[src/hdl/mscg_pkg.sv]
/*
  Constants for the module stop clock gate: register offset, field
  positions, reset value and timing figures.
  Assumes a plain byte-wide register port on a single 50 MHz clock.
*/
package mscg_pkg;
  // --------------------------------------------------------------------
  // Register map
  // --------------------------------------------------------------------
  localparam logic [7:0] STOP_CTRL_OFFSET  = 8'h00;
  localparam logic [7:0] STOP_CTRL_RESET   = 8'hF4;
  // Bits that software may write; bits 3 and 0 read as zero
  localparam logic [7:0] STOP_CTRL_WMASK   = 8'hF6;
  localparam int         SERIAL0_STOP_BIT  = 7;
  localparam int         SERIAL1_STOP_BIT  = 6;
  localparam int         SERIAL2_STOP_BIT  = 5;
  localparam int         SERIAL3_STOP_BIT  = 4;
  localparam int         RESERVED3_BIT     = 3;
  localparam int         CHANNEL_COUNT     = 4;
  // --------------------------------------------------------------------
  // Timing
  // --------------------------------------------------------------------
  localparam int         CLK_PERIOD_NS     = 20;
endpackage : mscg_pkg

[src/hdl/mscg_gate_cell.sv]
/*
  One glitch-free clock gate for a single serial channel.
  Assumes the enable comes from logic on the same clock as clk_i.
*/
`timescale 1ns/10ps
module mscg_gate_cell (
  input  wire logic clk_i,      // Source clock
  input  wire logic rst_i,      // Synchronous reset, active high
  input  wire logic run_i,      // One to let the clock through
  output logic      gclk_o,     // Gated clock
  output logic      running_o   // Latched enable, registered
);
  logic en_low;

  // --------------------------------------------------------------------
  // Enable capture
  // --------------------------------------------------------------------
  // enable on falling edge
  // Changing only while clk is low means no pulse is ever cut short.
  always_ff @(negedge clk_i) begin
    if (rst_i) begin
      en_low <= 1'b0;
    end else begin
      en_low <= run_i;
    end
  end

  always_ff @(posedge clk_i) begin
    if (rst_i) begin
      running_o <= 1'b0;
    end else begin
      running_o <= en_low;
    end
  end

  assign gclk_o = clk_i & en_low;
endmodule : mscg_gate_cell

[src/hdl/mscg_top.sv]
/*
  Module stop clock gate: one 8-bit stop register and four gated
  clocks for the serial channels.
  Assumes a register master that uses one-cycle strobes, byte data, and
  a separate power-on reset; manual reset and standby are only inputs.
*/
// The placing of the registers and the address-and-strobe port were chosen for this implementation.
`timescale 1ns/10ps
module mscg_top (
  input  wire logic       mclk_i,        // 50 MHz clock
  input  wire logic       sys_rst_i,     // Power-on reset, sync, high
  input  wire logic       man_rst_i,     // Manual reset, does not clear
  input  wire logic       standby_i,     // Software standby, no clear
  input  wire logic [7:0] reg_addr_i,    // Register byte address
  input  wire logic [7:0] reg_wdata_i,   // Write data
  input  wire logic       reg_wr_i,      // Write strobe
  input  wire logic       reg_rd_i,      // Read strobe
  output logic      [7:0] reg_rdata_o,   // Read data, one cycle later
  output logic      [3:0] serial_clk_o,  // Gated channel clocks
  output logic      [3:0] serial_run_o   // Channel clock running, reg
);
  logic [7:0] module_clock_stop_ctrl_4;
  logic [3:0] run_req;
  logic [3:0] cell_run;
  logic       hit;
  logic       man_rst_meta;
  logic       man_rst_sync;
  logic       standby_meta;
  logic       standby_sync;

  assign hit = (reg_addr_i == mscg_pkg::STOP_CTRL_OFFSET);

  // --------------------------------------------------------------------
  // Pin synchronisers
  // --------------------------------------------------------------------
  // Manual reset and standby arrive from pins; two flops before any use.
  always_ff @(posedge mclk_i) begin
    if (sys_rst_i) begin
      man_rst_meta <= 1'b0;
      man_rst_sync <= 1'b0;
    end else begin
      man_rst_meta <= man_rst_i;
      man_rst_sync <= man_rst_meta;
    end
  end

  always_ff @(posedge mclk_i) begin
    if (sys_rst_i) begin
      standby_meta <= 1'b0;
      standby_sync <= 1'b0;
    end else begin
      standby_meta <= standby_i;
      standby_sync <= standby_meta;
    end
  end

  // --------------------------------------------------------------------
  // Stop register
  // --------------------------------------------------------------------
  // reset value and retention
  // Only the power-on reset clears; manual reset and standby are ignored.
  always_ff @(posedge mclk_i) begin
    if (sys_rst_i) begin
      module_clock_stop_ctrl_4 <= mscg_pkg::STOP_CTRL_RESET;
    end else if (reg_wr_i && hit) begin
      module_clock_stop_ctrl_4 <= reg_wdata_i & mscg_pkg::STOP_CTRL_WMASK;
    end
  end

  always_ff @(posedge mclk_i) begin
    if (sys_rst_i) begin
      reg_rdata_o <= 8'h00;
    end else if (reg_rd_i && hit) begin
      reg_rdata_o <= module_clock_stop_ctrl_4 & mscg_pkg::STOP_CTRL_WMASK;
    end else begin
      reg_rdata_o <= 8'h00;
    end
  end

  // --------------------------------------------------------------------
  // Channel gates
  // --------------------------------------------------------------------
  // stop bits
  // Channel n uses bit 7-n, so stop set means clock halted.
  assign run_req[0] = ~module_clock_stop_ctrl_4[mscg_pkg::SERIAL0_STOP_BIT];
  assign run_req[1] = ~module_clock_stop_ctrl_4[mscg_pkg::SERIAL1_STOP_BIT];
  assign run_req[2] = ~module_clock_stop_ctrl_4[mscg_pkg::SERIAL2_STOP_BIT];
  assign run_req[3] = ~module_clock_stop_ctrl_4[mscg_pkg::SERIAL3_STOP_BIT];

  genvar gi;
  generate
    for (gi = 0; gi < mscg_pkg::CHANNEL_COUNT; gi++) begin : g_cell
      mscg_gate_cell u_cell (
        .clk_i     (mclk_i),
        .rst_i     (sys_rst_i),
        .run_i     (run_req[gi]),
        .gclk_o    (serial_clk_o[gi]),
        .running_o (cell_run[gi])
      );
    end
  endgenerate

  // Gated clocks are combinational by nature; the status is registered.
  assign serial_run_o = cell_run;

  // --------------------------------------------------------------------
  // Assertions
  // --------------------------------------------------------------------
  property p_reset_value;
    @(posedge mclk_i) sys_rst_i |=> (module_clock_stop_ctrl_4 == mscg_pkg::STOP_CTRL_RESET);
  endproperty
  a_reset_value: assert property (p_reset_value) else $error("stop reg reset not F4");

  property p_retain;
    @(posedge mclk_i) disable iff (sys_rst_i)
      !(reg_wr_i && hit) |=> $stable(module_clock_stop_ctrl_4);
  endproperty
  a_retain: assert property (p_retain) else $error("stop reg changed without write");

  property p_write;
    @(posedge mclk_i) disable iff (sys_rst_i)
      (reg_wr_i && hit) |=> (module_clock_stop_ctrl_4 == ($past(reg_wdata_i) & mscg_pkg::STOP_CTRL_WMASK));
  endproperty
  a_write: assert property (p_write) else $error("write not stored");

  property p_read;
    @(posedge mclk_i) disable iff (sys_rst_i)
      (reg_rd_i && hit) |=> (reg_rdata_o == $past(module_clock_stop_ctrl_4));
  endproperty
  a_read: assert property (p_read) else $error("read data wrong");

  property p_ch0;
    @(posedge mclk_i) disable iff (sys_rst_i)
      $fell(module_clock_stop_ctrl_4[7]) |-> ##[1:2] serial_run_o[0];
  endproperty
  a_ch0: assert property (p_ch0) else $error("channel 0 did not start");

  property p_ch1;
    @(posedge mclk_i) disable iff (sys_rst_i)
      $rose(module_clock_stop_ctrl_4[6]) |-> ##[1:2] !serial_run_o[1];
  endproperty
  a_ch1: assert property (p_ch1) else $error("channel 1 did not stop");

  property p_ch2;
    @(posedge mclk_i) disable iff (sys_rst_i)
      module_clock_stop_ctrl_4[5] [*3] |-> !serial_run_o[2];
  endproperty
  a_ch2: assert property (p_ch2) else $error("channel 2 runs while stopped");

  property p_ch3;
    @(posedge mclk_i) disable iff (sys_rst_i)
      !module_clock_stop_ctrl_4[4] [*3] |-> serial_run_o[3];
  endproperty
  a_ch3: assert property (p_ch3) else $error("channel 3 halted while run");

  property p_rsvd;
    @(posedge mclk_i) disable iff (sys_rst_i)
      (reg_rdata_o[3] == 1'b0) && (reg_rdata_o[0] == 1'b0);
  endproperty
  a_rsvd: assert property (p_rsvd) else $error("reserved bit read as one");

  // --------------------------------------------------------------------
  // Channel start and stop
  // --------------------------------------------------------------------
  property p_ch0_stop;
    @(posedge mclk_i) disable iff (sys_rst_i)
      $rose(module_clock_stop_ctrl_4[mscg_pkg::SERIAL0_STOP_BIT]) |-> ##[1:2] !serial_run_o[0];
  endproperty
  a_ch0_stop: assert property (p_ch0_stop) else $error("channel 0 did not stop");

  property p_ch1_start;
    @(posedge mclk_i) disable iff (sys_rst_i)
      $fell(module_clock_stop_ctrl_4[mscg_pkg::SERIAL1_STOP_BIT]) |-> ##[1:2] serial_run_o[1];
  endproperty
  a_ch1_start: assert property (p_ch1_start) else $error("channel 1 did not start");

  property p_ch2_start;
    @(posedge mclk_i) disable iff (sys_rst_i)
      $fell(module_clock_stop_ctrl_4[mscg_pkg::SERIAL2_STOP_BIT]) |-> ##[1:2] serial_run_o[2];
  endproperty
  a_ch2_start: assert property (p_ch2_start) else $error("channel 2 did not start");

  property p_ch3_stop;
    @(posedge mclk_i) disable iff (sys_rst_i)
      $rose(module_clock_stop_ctrl_4[mscg_pkg::SERIAL3_STOP_BIT]) |-> ##[1:2] !serial_run_o[3];
  endproperty
  a_ch3_stop: assert property (p_ch3_stop) else $error("channel 3 did not stop");

  property p_ch0_hold_stop;
    @(posedge mclk_i) disable iff (sys_rst_i)
      module_clock_stop_ctrl_4[mscg_pkg::SERIAL0_STOP_BIT] [*3] |-> !serial_run_o[0];
  endproperty
  a_ch0_hold_stop: assert property (p_ch0_hold_stop) else $error("channel 0 runs while stopped");

  property p_ch0_hold_run;
    @(posedge mclk_i) disable iff (sys_rst_i)
      !module_clock_stop_ctrl_4[mscg_pkg::SERIAL0_STOP_BIT] [*3] |-> serial_run_o[0];
  endproperty
  a_ch0_hold_run: assert property (p_ch0_hold_run) else $error("channel 0 halted while run");

  property p_ch1_hold_stop;
    @(posedge mclk_i) disable iff (sys_rst_i)
      module_clock_stop_ctrl_4[mscg_pkg::SERIAL1_STOP_BIT] [*3] |-> !serial_run_o[1];
  endproperty
  a_ch1_hold_stop: assert property (p_ch1_hold_stop) else $error("channel 1 runs while stopped");

  property p_ch1_hold_run;
    @(posedge mclk_i) disable iff (sys_rst_i)
      !module_clock_stop_ctrl_4[mscg_pkg::SERIAL1_STOP_BIT] [*3] |-> serial_run_o[1];
  endproperty
  a_ch1_hold_run: assert property (p_ch1_hold_run) else $error("channel 1 halted while run");

  property p_ch2_hold_run;
    @(posedge mclk_i) disable iff (sys_rst_i)
      !module_clock_stop_ctrl_4[mscg_pkg::SERIAL2_STOP_BIT] [*3] |-> serial_run_o[2];
  endproperty
  a_ch2_hold_run: assert property (p_ch2_hold_run) else $error("channel 2 halted while run");

  property p_ch3_hold_stop;
    @(posedge mclk_i) disable iff (sys_rst_i)
      module_clock_stop_ctrl_4[mscg_pkg::SERIAL3_STOP_BIT] [*3] |-> !serial_run_o[3];
  endproperty
  a_ch3_hold_stop: assert property (p_ch3_hold_stop) else $error("channel 3 runs while stopped");

  // --------------------------------------------------------------------
  // Gated clock against status
  // --------------------------------------------------------------------
  // Sampled on the falling edge, where an open gate shows its high phase.
  property p_gate0;
    @(negedge mclk_i) disable iff (sys_rst_i)
      serial_clk_o[0] == serial_run_o[0];
  endproperty
  a_gate0: assert property (p_gate0) else $error("channel 0 clock and status differ");

  property p_gate1;
    @(negedge mclk_i) disable iff (sys_rst_i)
      serial_clk_o[1] == serial_run_o[1];
  endproperty
  a_gate1: assert property (p_gate1) else $error("channel 1 clock and status differ");

  property p_gate2;
    @(negedge mclk_i) disable iff (sys_rst_i)
      serial_clk_o[2] == serial_run_o[2];
  endproperty
  a_gate2: assert property (p_gate2) else $error("channel 2 clock and status differ");

  property p_gate3;
    @(negedge mclk_i) disable iff (sys_rst_i)
      serial_clk_o[3] == serial_run_o[3];
  endproperty
  a_gate3: assert property (p_gate3) else $error("channel 3 clock and status differ");

  // --------------------------------------------------------------------
  // Register port checks
  // --------------------------------------------------------------------
  property p_hold_pins;
    @(posedge mclk_i) disable iff (sys_rst_i)
      (man_rst_sync || standby_sync) && !(reg_wr_i && hit) |=> $stable(module_clock_stop_ctrl_4);
  endproperty
  a_hold_pins: assert property (p_hold_pins) else $error("stop reg changed in manual reset or standby");

  property p_wr_other;
    @(posedge mclk_i) disable iff (sys_rst_i)
      (reg_wr_i && !hit) |=> $stable(module_clock_stop_ctrl_4);
  endproperty
  a_wr_other: assert property (p_wr_other) else $error("write to other address changed stop reg");

  property p_wr_rd;
    @(posedge mclk_i) disable iff (sys_rst_i)
      (reg_wr_i && hit) ##1 (reg_rd_i && hit) |=>
        (reg_rdata_o == ($past(reg_wdata_i, 2) & mscg_pkg::STOP_CTRL_WMASK));
  endproperty
  a_wr_rd: assert property (p_wr_rd) else $error("back to back read missed write");

  property p_rd_idle;
    @(posedge mclk_i) disable iff (sys_rst_i)
      !(reg_rd_i && hit) |=> (reg_rdata_o == 8'h00);
  endproperty
  a_rd_idle: assert property (p_rd_idle) else $error("read data not zero when idle");

  property p_rd_other;
    @(posedge mclk_i) disable iff (sys_rst_i)
      (reg_rd_i && !hit) |=> (reg_rdata_o == 8'h00);
  endproperty
  a_rd_other: assert property (p_rd_other) else $error("other address read not zero");

  property p_reg_rsvd;
    @(posedge mclk_i) disable iff (sys_rst_i)
      module_clock_stop_ctrl_4[mscg_pkg::RESERVED3_BIT] == 1'b0;
  endproperty
  a_reg_rsvd: assert property (p_reg_rsvd) else $error("reserved bit stored as one");

  property p_reset_run;
    @(posedge mclk_i)
      sys_rst_i |=> (serial_run_o == 4'h0);
  endproperty
  a_reset_run: assert property (p_reset_run) else $error("channel runs after reset");

  c_write: cover property (@(posedge mclk_i) disable iff (sys_rst_i) reg_wr_i && hit);
  c_read: cover property (@(posedge mclk_i) disable iff (sys_rst_i) reg_rd_i && hit);
  c_all_run: cover property (@(posedge mclk_i) disable iff (sys_rst_i) serial_run_o == 4'hF);
  c_mrst: cover property (@(posedge mclk_i) disable iff (sys_rst_i) man_rst_sync || standby_sync);
endmodule : mscg_top

[config.mk]
export PLATFORM = sky130hd
export DESIGN_NAME = mscg_top
export DESIGN_NICKNAME = d
export VERILOG_FILES = /design/src/hdl/mscg_pkg.sv /design/src/hdl/mscg_gate_cell.sv /design/src/hdl/mscg_top.sv
export SDC_FILE = /design/constraint.sdc
export NUM_CORES = 1
export LEC_CHECK = 0
export ABC_AREA = 0
export BUFFER_PORTS_ARGS = -buffer_cell sky130_fd_sc_hd__buf_2
export CAP_MARGIN = 10
export CORE_MARGIN = 2
export CORE_UTILIZATION = 43
export DETAILED_ROUTE_END_ITERATION = 7
export GPL_TIMING_DRIVEN = 0
export MAX_ROUTING_LAYER = met4
export PLACE_DENSITY = 0.74
export SLEW_MARGIN = 5
export SYNTH_ARGS = -nofsm -noshare
export SYNTH_HDL_FRONTEND = slang
export SYNTH_SLANG_ARGS = --single-unit
[constraint.sdc]
create_clock -name mclk_i -period 1.63 [get_ports mclk_i]
set_input_delay 0.326 -clock mclk_i [delete_from_list [all_inputs] [get_ports mclk_i]]
set_output_delay 0.326 -clock mclk_i [all_outputs]
set_load 0.05 [all_outputs]
==> flow_summary.yaml, run 1 <==
cells_and_area:
  area_growth_pct: 38.9
  instances_no_fill: 129
  nets: 136
  antenna_cells: 0
  postLayoutCoreUtil_pct: 62.0
  fin_area_um2: 1040
  nFillCells: 143
  layout-drive-gt1-share_pct: 49.1
placement:
  dpl_cell_area_um2: 941
  dp.cells: 122
  port_buffers: 31
  gp_congestion: 0.733
power:
  power.density_nw_per_um2: 1010
  leakagePower_nw: 0.552
  ir_drop_uv: 609
setup_path:
  end_kind: "output pin"
  critical_path_required_ps: 1300
  worstPathCellList: "and2_4, buf_8"
  cp-start-kind: "register"
  crit_arrival_ps: 1880
  critPathSlowestCell: "dfxtp_2"
  critPathMaxFanout: 2
  slowest_delay_ps: 320
  criticalPathCategory: "register to output pin"
route:
  dr.pass1.iters: 4
  drt_iter0_markers: 9
  vias_per_cell: 4.68
  route.detailed.drc: 0
  wire_per_inst_um: 11.2
  ant_nets: 0
  drt_wl_total_um: 1440
  via_count: 604
run_status:
  violations: "negative setup slack"
  status: "finished with violations"
timing:
  slew_viol_final: 0
  hold_viol: 0
  worst_slack_ps: -575
  skew_ps: 73.6
  rsz0062_at_grt: "yes"
  finalSetupViolCount: 8
yosys:
  ys_seq_area_share_pct: 53.7
  synth_warnings: 0
  syn_area_um2: 746
  yosys.cell_types.count: 17
  synth.avg_cell_area_um2: 10.2
  synthCells: 73
  yosys-top-cells-area: "dfxtp_1 (54%), buf_4 (10%), and2_1 (8.4%)"
  synth-seq-cells: 20
  synth_top_area_share_pct: 53.7
  yosysTopAreaCell: "dfxtp_1"
die:
  initial_core_util_pct: 44.6
  boundaryPins: 38
  die_w_um: 45.6
  num_rows: 15
  die_h_um: 45.6
  die_area_um2: 2080
  core_um2: 1670
clock_network:
  clk_latency_ps: 460
  clk_pin_slew_ps: 100
  cts_tree: "built"
grt:
  grt.met1_usage_pct: 12.8
  antenna_found_initial: 0
  busiest_layer: "met2"
  grt_max_degree: 11
  grt_use_total_pct: 17.0
  grt_pass1_vias: 610
  met3_usage_pct: 11.1
  met2_usage_pct: 25.1
  grt_pass1_wl_um: 2200
  overflow: 0
hold_path:
  worstHoldPathType: "primary input to register"
flow_run:
  cap_violations: 0
power breakdown:
group | switching [W] | internal [W]
Clock | 0.000229 | 0.000273
Sequential | 0.000000149 | 0.000489
Combinational | 0.0000318 | 0.0000229
Total | 0.000261 | 0.000785
worst paths after layout:
kind / start / endpoint / slack [ps] / cells after the start
setup reg to reg: g_cell[0].u_cell.en_low / g_cell[0].u_cell.running_o / 80 / 2
hold reg to reg: module_clock_stop_ctrl_4[7] / reg_rdata_o[7] / 470 / 1
setup / recovery: g_cell[0].u_cell.en_low / serial_clk_o[0] / -570 / 2
hold / removal: reg_wdata_i[6] / module_clock_stop_ctrl_4[6] / 170 / 3
timing repair:
item,in CTS,in global routing
resized for setup,22,2
endpoints found under the setup margin,8,8
pin swaps,2,2
hold buffers,0,0
setup buffers,1,0
cells in the mapped netlist (all sizes together):
master / count
a21oi: 1
and2: 10
buf: 10
clkbuf: 1
conb: 1
dfxtp: 20
inv: 3
mux2i: 5
nand3: 1
nand4: 1
nor2: 10
nor2b: 4
nor4: 3
o31ai: 1
or4: 2
cell usage in the layout (no fill, tap or decap), types with 2 or more instances in the layout:
master / count
nor4_1: 2
mux2i_1: 5
and2_1: 6
buf_2: 27
conb_1: 2
inv_1: 6
nor2b_1: 4
dfxtp_1: 16
buf_8: 5
clkbuf_4: 4
dfxtp_2: 4
nor2_1: 10
and2_4: 4
buf_4: 8
kinds of logic after synthesis:
kind of cell,synth area share (%)
AO/OA/AOI/OAI,1.68
flip-flops,53.7
multiplexers,6.71
AND/OR/NAND/NOR,25.3
other,0.503
buffers and inverters,12.1
worst max-delay path, delay by kind of cell, from the launching register on:
family | cells | cell delay (ps)
DFF | 1 | 320
buffers and inverters | 1 | 140
and+or+nand+nor | 1 | 150
stage by stage:
stage	TNS, ps	power (W)	setup WS [ps]	hold WS (ps)
finish	-2250	0.00105	-575	172
CTS	-2320	0.00104	-587	164
global route	-2470	0.00110	-625	172
floorplan	-298	0.000546	-74.4	398
detailed placement	-1060	0.000574	-277	450
global placement	-1030	0.000572	-264	443
area by class of cell:
class	count	area (um^2)	share of cell area [%]
inverter	2	7.51	0.725
multi-input combinational	40	269	26.0
sequential	20	405	39.1
timing repair buffer	28	143	13.8
tap	17	21.3	2.05
clock inverter	4	15.0	1.45
buffer	7	48.8	4.71
clock buffer	11	126	12.2
sequential cells by signal, summed over array words and instances, names as in the netlist:
signal	cells
reg_rdata_o	6
g_cell.u_cell.running_o	4
module_clock_stop_ctrl_4	6
g_cell.u_cell.en_low	4
metal layers:
metal  wire length [um]  vias to the layer above
li1                   -                      306
met1                564                      265
met2                741                       25
met3                 72                        8
met4                 65                        0
met5                  0                        -
(Power assumes the default switching activity.)
==> inputs of run 2 (changes only) <==
--- a/config.mk
+++ b/config.mk
@@ -13,5 +13,4 @@
 export DETAILED_ROUTE_END_ITERATION = 7
 export GPL_TIMING_DRIVEN = 0
-export MAX_ROUTING_LAYER = met4
 export PLACE_DENSITY = 0.74
 export SLEW_MARGIN = 5
==> constraint.sdc (replaced) <==
create_clock -name mclk_i -period 1.63 [get_ports mclk_i]
set_input_delay 0.2445 -clock mclk_i [delete_from_list [all_inputs] [get_ports mclk_i]]
set_output_delay 0.2445 -clock mclk_i [all_outputs]
set_load 0.05 [all_outputs]
==> flow_summary.yaml, run 2 (synthesized netlist as in run 1, its figures left out) <==
grt:
  antenna_found_initial: 0
  met2_usage_pct: 27.0
  grt.met1_usage_pct: 15.3
  grt_pass1_wl_um: 2310
  busiest_layer: "met2"
  grt_pass1_vias: 611
  overflow: 0
  grt_use_total_pct: 17.3
  met3_usage_pct: 9.52
  grt_max_degree: 12
die:
  die_h_um: 45.6
  initial_core_util_pct: 44.6
  num_rows: 15
  core_um2: 1670
  boundaryPins: 38
  die_area_um2: 2080
  die_w_um: 45.6
route:
  via_count: 606
  dr.pass1.iters: 4
  vias_per_cell: 4.70
  drt_wl_total_um: 1370
  ant_nets: 0
  route.detailed.drc: 0
  drt_iter0_markers: 5
  wire_per_inst_um: 10.6
setup_path:
  cp.depth: 2
  r2r-start: "g_cell[1].u_cell.en_low"
  cp_top_family: "flip-flops"
  worstPathCellList: "and2_4, buf_8"
  reg2reg_depth: 1
  startpoint: "g_cell[0].u_cell.en_low"
  crit_arrival_ps: 1880
  critPathSlowestCell: "dfxtp_2"
  critical_path_required_ps: 1390
  critPathCapture: "serial_clk_o[0]"
  r2r_slack_ps: 200
  end_kind: "output pin"
  cp_num_buf_inv: 1
  critPathMaxFanout: 2
  r2r_end: "g_cell[1].u_cell.running_o"
  slowest_delay_ps: 320
  cp-start-kind: "register"
  criticalPathCategory: "register to output pin"
cells_and_area:
  area_growth_pct: 36.6
  final_common_cell: "buf_2"
  mostFrequentLayoutCells: "buf_2 (27), dfxtp_1 (16), nor2_1 (10), clkbuf_4 (7)"
  nFillCells: 145
  reg.largest.list: "module_clock_stop_ctrl_4 x6, reg_rdata_o x6"
  nets: 135
  antenna_cells: 0
  instances_no_fill: 129
  layout-drive-gt1-share_pct: 48.2
placement:
  dpl_worst_slack_ps: -186
  port_buffers: 31
  dp.cells: 122
  dpl.hpwl_um: 968
  gp_congestion: 0.696
power:
  ir_drop_uv: 468
  power.density_nw_per_um2: 973
  leakagePower_nw: 0.542
clock_network:
  clk_latency_ps: 480
  cts_tree: "built"
  clk_pin_slew_ps: 110
  cts_setup_buffers: 0
timing:
  rsz0062_at_grt: "yes"
  finalSetupViolCount: 8
  skew_ps: 78.6
  slew_viol_final: 0
  hold-worst-slack_ps: 79.1
  worst_slack_ps: -490
  tns_ps: -1950
  hold_viol: 0
run_status:
  status: "finished with violations"
  violations: "negative setup slack"
hold_path:
  hold_path_depth: 3
  worstHoldPathType: "primary input to register"
flow_run:
  cap_violations: 0
-- run 2: repair_timing --
item / in CTS / in global routing
setup endpoints to repair: 8 / 8
hold buffers: 0 / 0
pin swaps: 0 / 0
endpoints found under the hold margin: 0 / 0
resized for setup: 20 / 0
-- run 2: metal layers --
| metal | wire length (um) | share of wire (%) |
|---|---|---|
| met5 | 0 | 0 |
| met4 | 36 | 2.6 |
| met3 | 79 | 5.8 |
| met2 | 752 | 55 |
| met1 | 504 | 37 |
-- run 2: cell type report --
class                   instances  area, um^2  area share, %
flip-flops and latches         20         405           39.8
repair buffers                 27         135           13.3
well taps                      17        21.3           2.09
plain buffers                   7        48.8           4.79
inverters                       2        7.51          0.737
multi-input cells              40         269           26.4
clock buffers                  12         116           11.4
clock inverters                 4        15.0           1.47
-- run 2: power breakdown --
group | internal [W] | switching (W) | total (W)
Clock | 0.000218 | 0.000228 | 0.000446
Combinational | 0.0000229 | 0.0000318 | 0.0000547
Sequential | 0.000489 | 0.000000139 | 0.000489
Total | 0.000730 | 0.000260 | 0.000991
-- run 2: stage by stage --
step                      utilization, %  instance area, um^2  total power [W]
after global routing                61.0                 1020          0.00105
after global placement              56.3                  941         0.000573
after floorplan                        -                  764         0.000546
final                               61.0                 1020         0.000991
after CTS                           61.0                 1020          0.00100
after detailed placement            56.3                  941         0.000574
-- run 2: how the worst min path moves through the flow --
stage,start,end
floorplan,sys_rst_i,g_cell[2].u_cell.running_o
global route,reg_wdata_i[2],module_clock_stop_ctrl_4[2]
finish,reg_wdata_i[5],module_clock_stop_ctrl_4[5]
global placement,module_clock_stop_ctrl_4[6],reg_rdata_o[6]
CTS,reg_wdata_i[5],module_clock_stop_ctrl_4[5]
detailed placement,module_clock_stop_ctrl_4[6],reg_rdata_o[6]
